[src/core/dts_defines.svh]
`ifndef DTS_DEFINES_SVH
`define DTS_DEFINES_SVH

// ----------------------------------------------------------------
// Mode register field positions
// ----------------------------------------------------------------
`define DTS_MR_W 16
`define DTS_MR1_NOM_B2 9
`define DTS_MR1_NOM_B1 6
`define DTS_MR1_NOM_B0 2
`define DTS_MR1_AL_HI 4
`define DTS_MR1_AL_LO 3
`define DTS_MR2_WR_HI 10
`define DTS_MR2_WR_LO 9
`define DTS_MR2_CWL_HI 5
`define DTS_MR2_CWL_LO 3

// ----------------------------------------------------------------
// Strength codes
// ----------------------------------------------------------------
`define DTS_NOM_OFF 3'h0
`define DTS_NOM_RZQ4 3'h1
`define DTS_NOM_RZQ2 3'h2
`define DTS_NOM_RZQ6 3'h3
`define DTS_NOM_RZQ12 3'h4
`define DTS_NOM_RZQ8 3'h5
`define DTS_NOM_RSVD_A 3'h6
`define DTS_NOM_RSVD_B 3'h7
`define DTS_WR_OFF 2'h0
`define DTS_WR_RSVD 2'h3

// ----------------------------------------------------------------
// Latencies in link clocks
// ----------------------------------------------------------------
`define DTS_CWL_BASE 5'h05
`define DTS_CL 5'h06
`define DTS_AL_CODE_ZERO 2'h0
`define DTS_AL_CODE_M1 2'h1
`define DTS_AL_CODE_M2 2'h2
`define DTS_LAT_OFS 5'h02
`define DTS_ONE 5'h01
`define DTS_CHOP_EXTRA 3'h4
`define DTS_FULL_EXTRA 3'h6
`define DTS_HOLD_CHOP 3'h4
`define DTS_HOLD_FULL 3'h6
`define DTS_HIST_W 32

// ----------------------------------------------------------------
// Controller register map
// ----------------------------------------------------------------
`define DTS_REG_MR1 8'h00
`define DTS_REG_MR2 8'h04
`define DTS_REG_WR 8'h08
`define DTS_REG_ODT 8'h0C
`define DTS_REG_CFG 8'h10
`define DTS_REG_STAT 8'h14
`define DTS_ST_PEND 0
`define DTS_ST_ERR 1
`define DTS_ST_ODT 2
`define DTS_ST_HOLD 3

`endif

[src/core/dts_pkg.sv]
`include "dts_defines.svh"

package dts_pkg;
	typedef logic [`DTS_MR_W-1:0] dts_mr_t;
	typedef logic [2:0] dts_nom_t;
	typedef logic [1:0] dts_wr_t;
	typedef logic [4:0] dts_lat_t;

	function automatic dts_nom_t dts_nom_code(input dts_mr_t mr);
		return {mr[`DTS_MR1_NOM_B2], mr[`DTS_MR1_NOM_B1],
			mr[`DTS_MR1_NOM_B0]};
	endfunction

	function automatic dts_wr_t dts_wr_code(input dts_mr_t mr);
		return mr[`DTS_MR2_WR_HI:`DTS_MR2_WR_LO];
	endfunction
endpackage

[src/core/dts_link_if.sv]
`timescale 1ns/1ps
`default_nettype none

interface dts_link_if;
	logic ck;
	logic odt;
	logic mrs_valid;
	logic mrs_sel_two;
	logic [15:0] mrs_data;
	logic wr_valid;
	logic wr_chop;

	modport ctrl(output ck, output odt, output mrs_valid,
		output mrs_sel_two, output mrs_data, output wr_valid,
		output wr_chop);
	modport dev(input ck, input odt, input mrs_valid,
		input mrs_sel_two, input mrs_data, input wr_valid,
		input wr_chop);
endinterface

`default_nettype wire

[src/core/dts_controller.sv]
`include "dts_defines.svh"
`timescale 1ns/1ps
`default_nettype none

module dts_controller (
	input wire logic clock, // system clock
	input wire logic rst, // asynchronous reset, active high
	input wire logic [7:0] addr, // register address
	input wire logic [31:0] wdata, // write data
	input wire logic wr, // write strobe
	input wire logic rd, // read strobe
	output logic [31:0] rdata, // read data, cycle after rd
	dts_link_if.ctrl link // link to the device
);
	import dts_pkg::*;

	// ----------------------------------------------------------------
	// State
	// ----------------------------------------------------------------
	typedef struct packed {
		logic ck;
		dts_mr_t mr1;
		dts_mr_t mr2;
		logic dll_off;
		logic pend_mr1;
		logic pend_mr2;
		logic pend_wr;
		logic pend_chop;
		logic odt_req;
		logic [2:0] hold;
		logic err;
		logic [31:0] rdata;
		logic odt;
		logic mrs_valid;
		logic mrs_sel_two;
		dts_mr_t mrs_data;
		logic wr_valid;
		logic wr_chop;
	} dts_ctl_state_t;

	dts_ctl_state_t state_ff;
	dts_ctl_state_t nxt_state;
	logic pend;
	logic launch;
	logic odt_now;
	logic bad_nom;

	assign pend = state_ff.pend_mr1 | state_ff.pend_mr2 | state_ff.pend_wr;
	// Link signals change on the same clock edge as the falling link clock edge.
	assign launch = state_ff.ck;
	// Hold the pin high while the count runs
	assign odt_now = state_ff.odt_req | (state_ff.hold != 3'h0);

	// ----------------------------------------------------------------
	// Next state
	// ----------------------------------------------------------------
	always_comb begin
		nxt_state = state_ff;
		nxt_state.ck = ~state_ff.ck;
		nxt_state.rdata = 32'h0000_0000;
		// Nominal code unsafe for write use
		bad_nom = (state_ff.mr2[`DTS_MR2_WR_HI:`DTS_MR2_WR_LO]
			== `DTS_WR_OFF) &
			((dts_nom_code(state_ff.mr1) == `DTS_NOM_RZQ12) |
			(dts_nom_code(state_ff.mr1) == `DTS_NOM_RZQ8));

		if (rd) begin
			if (addr == `DTS_REG_MR1) begin
				nxt_state.rdata = {16'h0000, state_ff.mr1};
			end else if (addr == `DTS_REG_MR2) begin
				nxt_state.rdata = {16'h0000, state_ff.mr2};
			end else if (addr == `DTS_REG_ODT) begin
				nxt_state.rdata = {31'h0, state_ff.odt_req};
			end else if (addr == `DTS_REG_CFG) begin
				nxt_state.rdata = {31'h0, state_ff.dll_off};
			end else if (addr == `DTS_REG_STAT) begin
				nxt_state.rdata = {28'h0, state_ff.hold != 3'h0,
					state_ff.odt, state_ff.err, pend};
			end
		end

		// Link launch: one pending command per link clock.
		if (launch) begin
			nxt_state.mrs_valid = 1'b0;
			nxt_state.wr_valid = 1'b0;
			nxt_state.odt = odt_now;
			nxt_state.hold = (state_ff.hold != 3'h0)
				? state_ff.hold - 3'h1 : 3'h0;
			if (odt_now & ~state_ff.odt) begin
				nxt_state.hold = `DTS_HOLD_CHOP - 3'h1;
			end
			if (state_ff.pend_mr1) begin
				nxt_state.pend_mr1 = 1'b0;
				nxt_state.mrs_valid = 1'b1;
				nxt_state.mrs_sel_two = 1'b0;
				nxt_state.mrs_data = state_ff.mr1;
			end else if (state_ff.pend_mr2) begin
				nxt_state.pend_mr2 = 1'b0;
				nxt_state.mrs_valid = 1'b1;
				nxt_state.mrs_sel_two = 1'b1;
				nxt_state.mrs_data = state_ff.mr2;
			end else if (state_ff.pend_wr) begin
				nxt_state.pend_wr = 1'b0;
				nxt_state.wr_valid = 1'b1;
				nxt_state.wr_chop = state_ff.pend_chop;
				if (odt_now & state_ff.pend_chop) begin
					if (nxt_state.hold < `DTS_HOLD_CHOP - 3'h1) begin
						nxt_state.hold = `DTS_HOLD_CHOP - 3'h1;
					end
				end else if (odt_now) begin
					nxt_state.hold = `DTS_HOLD_FULL - 3'h1;
				end
			end
		end

		if (wr) begin
			if (addr == `DTS_REG_MR1) begin
				if (state_ff.pend_mr1 |
					(dts_nom_code(wdata[15:0]) == `DTS_NOM_RSVD_A) |
					(dts_nom_code(wdata[15:0]) == `DTS_NOM_RSVD_B)) begin
					nxt_state.err = 1'b1;
				end else begin
					nxt_state.mr1 = wdata[15:0];
					nxt_state.pend_mr1 = 1'b1;
				end
			end else if (addr == `DTS_REG_MR2) begin
				if (state_ff.pend_mr2 |
					(dts_wr_code(wdata[15:0]) == `DTS_WR_RSVD)) begin
					nxt_state.err = 1'b1;
				end else begin
					nxt_state.mr2 = wdata[15:0];
					// Write strength off with DLL off
					if (state_ff.dll_off) begin
						nxt_state.mr2[`DTS_MR2_WR_HI:`DTS_MR2_WR_LO] =
							`DTS_WR_OFF;
					end
					nxt_state.pend_mr2 = 1'b1;
				end
			end else if (addr == `DTS_REG_WR) begin
				if (state_ff.pend_wr | (bad_nom & odt_now)) begin
					nxt_state.err = 1'b1;
				end else begin
					nxt_state.pend_wr = 1'b1;
					nxt_state.pend_chop = wdata[0];
				end
			end else if (addr == `DTS_REG_ODT) begin
				nxt_state.odt_req = wdata[0];
			end else if (addr == `DTS_REG_CFG) begin
				nxt_state.dll_off = wdata[0];
			end else if (addr == `DTS_REG_STAT) begin
				// Writing a one to the error bit clears the flag.
				if (wdata[`DTS_ST_ERR] & ~nxt_state.err) begin
					nxt_state.err = 1'b0;
				end else if (wdata[`DTS_ST_ERR] & state_ff.err) begin
					nxt_state.err = 1'b0;
				end
			end
		end
	end

	// ----------------------------------------------------------------
	// Registers
	// ----------------------------------------------------------------
	always_ff @(posedge clock or posedge rst) begin
		if (rst) begin
			state_ff <= '0;
		end else begin
			state_ff <= nxt_state;
		end
	end

	assign rdata = state_ff.rdata;
	assign link.ck = state_ff.ck;
	assign link.odt = state_ff.odt;
	assign link.mrs_valid = state_ff.mrs_valid;
	assign link.mrs_sel_two = state_ff.mrs_sel_two;
	assign link.mrs_data = state_ff.mrs_data;
	assign link.wr_valid = state_ff.wr_valid;
	assign link.wr_chop = state_ff.wr_chop;

endmodule // dts_controller

`default_nettype wire

[src/flat_wrapper.sv]
// flat-port wrapper written by rule: the top's interface ports become plain ports
module dts_controller_flat import dts_pkg::*;
  (clock, rst, addr, wdata, wr, rd, rdata, link_ck, link_odt, link_mrs_valid, link_mrs_sel_two, link_mrs_data, link_wr_valid, link_wr_chop);
  dts_link_if link_i ();
  input wire logic clock;
  input wire logic rst;
  input wire logic [7:0] addr;
  input wire logic [31:0] wdata;
  input wire logic wr;
  input wire logic rd;
  output logic [31:0] rdata;
  output wire logic [$bits(link_i.ck)-1:0] link_ck;
  output wire logic [$bits(link_i.odt)-1:0] link_odt;
  output wire logic [$bits(link_i.mrs_valid)-1:0] link_mrs_valid;
  output wire logic [$bits(link_i.mrs_sel_two)-1:0] link_mrs_sel_two;
  output wire logic [$bits(link_i.mrs_data)-1:0] link_mrs_data;
  output wire logic [$bits(link_i.wr_valid)-1:0] link_wr_valid;
  output wire logic [$bits(link_i.wr_chop)-1:0] link_wr_chop;
  assign link_ck = link_i.ck;
  assign link_odt = link_i.odt;
  assign link_mrs_valid = link_i.mrs_valid;
  assign link_mrs_sel_two = link_i.mrs_sel_two;
  assign link_mrs_data = link_i.mrs_data;
  assign link_wr_valid = link_i.wr_valid;
  assign link_wr_chop = link_i.wr_chop;
  dts_controller u_core (.clock(clock), .rst(rst), .addr(addr), .wdata(wdata), .wr(wr), .rd(rd), .rdata(rdata), .link(link_i));
endmodule
[config.mk]
export PLATFORM = sky130hd
export DESIGN_NAME = dts_controller_flat
export DESIGN_NICKNAME = d
export VERILOG_FILES = /design/src/core/dts_pkg.sv /design/src/core/dts_link_if.sv /design/src/core/dts_controller.sv /design/src/flat_wrapper.sv
export VERILOG_INCLUDE_DIRS = /design/src /design/src/core
export SDC_FILE = /design/constraint.sdc
export NUM_CORES = 1
export LEC_CHECK = 0
export ABC_CLOCK_PERIOD_IN_PS = 3550
export BUFFER_PORTS_ARGS = -buffer_cell sky130_fd_sc_hd__buf_2
export CELL_PAD_IN_SITES_DETAIL_PLACEMENT = 0
export CELL_PAD_IN_SITES_GLOBAL_PLACEMENT = 1
export CORE_AREA = 2 2 99 101
export CTS_BUF_LIST = sky130_fd_sc_hd__clkbuf_4
export DETAILED_ROUTE_END_ITERATION = 8
export DIE_AREA = 0 0 101 103
export PLACE_DENSITY = 0.91
export SETUP_SLACK_MARGIN = 0.3
export SLEW_MARGIN = 20
export SYNTH_ARGS = -nofsm -noshare
export SYNTH_HDL_FRONTEND = slang
export SYNTH_SLANG_ARGS = --single-unit
[constraint.sdc]
create_clock -name clock -period 3.55 [get_ports clock]
set_clock_uncertainty 0.2 [all_clocks]
set_input_delay 0.355 -clock clock [delete_from_list [all_inputs] [get_ports clock]]
set_output_delay 0.355 -clock clock [all_outputs]
set_load 0.02 [all_outputs]
==> flow_metrics.tcl <==
set metrics [dict create \
    status "finished, final reports clean" \
    die_area_um2 10400 \
    grt_pass1_wl_um 13300 \
    gp_congestion 0.802 \
    grt_max_degree 56 \
    firstDrtPassIters 4 \
    diodes 0 \
    wl_met3_um 360 \
    drt-met1-wl_um 3640 \
    nNetsFinal 439 \
    maxCapViolations 0 \
    crit_arrival_ns 2.57 \
    fin_tns_setup_ns 0 \
    die_w_um 101 \
    fillers 915 \
    regToRegSetupSlack_ns 1.09 \
    ant_nets 0 \
    route.detailed.drc 0 \
    critical_path.top_delay_family "simple AND/OR/NAND/NOR gates" \
    htreeDepth 3 \
    regArea_um2 2000 \
    num_vias 2676 \
    drtIter0Drc 137 \
    numCtsBuffers 9 \
    min_period_over_period_pct 69.3 \
    period_needed_ns 2.46 \
    synth_edf_count 0 \
    grt.total_usage_pct 16.8 \
    worst-slew-pin-transition_ns 0.947 \
    crit_chain "nor4_2 > nor4_1 > or4_1 > mux2_1" \
    whs_ns 0.0253 \
    path_class "register to register" \
    setup_viol 0 \
    power_density_nw_per_um2 395 \
    die_h_um 103 \
    rows 36 \
    cp_data_required_time_ns 3.66 \
    leakagePower_uw 0.00208 \
    crit_fanout 8 \
    layout_commonest_cell "dfrtp_1" \
    min_path_cells 3 \
    slowest_delay_ns 0.60 \
    report.final.slew_viol_count 0 \
    hold_violations 0 \
    antenna_found_initial 0 \
    multi_input_area_um2 1440 \
    post-cts-setup-buffers 0 \
    syn-cell-area_um2 3840 \
    clock-sinks 80 \
    dr_wl_met2_um 4280 \
    cp_slowest_cell "nor4_2" \
    io_buffers 65 \
    overflow 0 \
    path_buf_inv 0 \
    stdcell_count 514 \
    cts_root_buffer "clkbuf_4" \
    synth-seq-area-share_pct 52.1 \
    total_power_uw 1670 \
    async_reset_ff_share_pct 100 \
    synth-seq-cells 80 \
    routed_via_density 5.21 \
    mostFrequentLayoutCells "dfrtp_1 (80), buf_2 (65), mux2_2 (35), nand2_1 (29), a22oi_1 (27)" \
    reg2reg_from "u_core.state_ff[54]" \
    min_path_type "primary input to register" \
    rsz0062_at_grt "no" \
    hold_start "wdata[9]" \
    drive_gt1_share_pct 32.8 \
    hold_end "u_core.state_ff[72]" \
    clock_latency_ns 0.41 \
    synthDistinctLibCells 42 \
    relSlewSlack_pct 36.8 \
    cts_tree "yes" \
    clock_path_buffers 2 \
    grt_pass1_vias 2683 \
    r2r.worst_path.cells 4 \
    synth_cells 351 \
    highest_layer "met4" \
    endpoint_kind "register" \
    coreArea_um2 9460 \
    path_clk_slew_ns 0.12 \
    synth.avg_cell_area_um2 10.9 \
    synth-main-ff-cell "dfrtp_1" \
    startpoint_type "register" \
    yosys_warnings 0 \
    totalWireLength_um 8380 \
    hpwlAfterDp_um 5760 \
    fmax_ghz 0.407 \
    dp_cells 483 \
    start_util_pct 40.6 \
    rr_endpoint "u_core.state_ff[58]" \
    area_growth_pct 10.2 \
    vdd_drop_max_mv 0.198 \
    wl_per_cell_um 16.3 \
    io_pins 98 \
]
-- cell families after synthesis --
family	share of synthesized area, %
AND/OR/NAND/NOR	12.1
buffers and inverters	12.0
other	0.0977
flip-flops	52.1
multiplexers	11.3
AO/OA/AOI/OAI	12.4
-- worst max-delay path by stage --
stage,startpoint,to,cells past startpoint
global route,u_core.state_ff[54],u_core.state_ff[58],4
CTS,u_core.state_ff[54],u_core.state_ff[58],4
detailed placement,addr[2],u_core.state_ff[90],4
finish,u_core.state_ff[54],u_core.state_ff[58],4
global placement,addr[2],u_core.state_ff[93],4
floorplan,rst,u_core.link.ck,1
-- cells in the mapped netlist, types with 3 or more instances --
master    number  area share, %
buf_2          3           0.39
clkbuf_1      14            1.4
nand2b_1       5           0.81
o21ai_0       25            3.3
nor2_1        13            1.3
a21oi_1        8            1.0
nor2b_1       13            2.1
a22oi_1       27            5.3
dfrtp_1       80             52
nand3_1        5           0.65
inv_1          6           0.59
mux2_2        35             10
nand2_1       29            2.8
buf_4         48            9.4
mux2i_1        3           0.78
nor3_1         6           0.78
-- power breakdown --
group	switching, µW	internal (µW)
registers	47.0	945
clock network	308	159
logic	121	90.7
-- flip-flops by register name (all words and copies together), names as in the netlist --
name                     cells
u_core.link.wr_chop          1
u_core.link.wr_valid         1
u_core.rdata                16
u_core.link.mrs_valid        1
u_core.link.odt              1
u_core.link.mrs_data        16
u_core.link.ck               1
u_core.state_ff             42
u_core.link.mrs_sel_two      1
-- worst min-delay path: cells and delay by family --
kind                   cells  cell delay (ns)
AO/OA/AOI/OAI              1             0.07
buffers and inverters      1             0.12
AND/OR/NAND/NOR            1             0.06
-- per-layer routing --
| layer | vias up | global-route usage [%] |
|---|---|---|
| li1 | 1250 | - |
| met1 | 1346 | 21.8 |
| met2 | 71 | 27.7 |
| met3 | 9 | 3.53 |
| met4 | 0 | 6.96 |
| met5 | - | 0 |
-- timing repair --
action / 4_1_cts / 5_1_grt
hold buffers: 14 / 1
endpoints found under the setup margin: 0 / 0
resized for setup: 0 / 0
endpoints found under the hold margin: 78 / 2
-- metrics by stage --
step                      utilization (%)  cell area (µm²)  setup WS, ns
after floorplan                         -             3900         0.943
after global placement               41.9             3970          1.09
after detailed placement             41.9             3970          1.02
after CTS                            44.6             4220          1.11
after global routing                 44.7             4230         0.994
final                                44.7             4230          1.09
-- layout make-up --
class,count,area share [%]
repair buffers,85,12.1
clock inverters,5,0.769
multi-input cells,213,33.9
clock buffers,11,1.95
well taps,114,3.37
flip-flops and latches,80,47.3
inverters,6,0.562
Note: power is estimated with default switching activity, not from simulation.
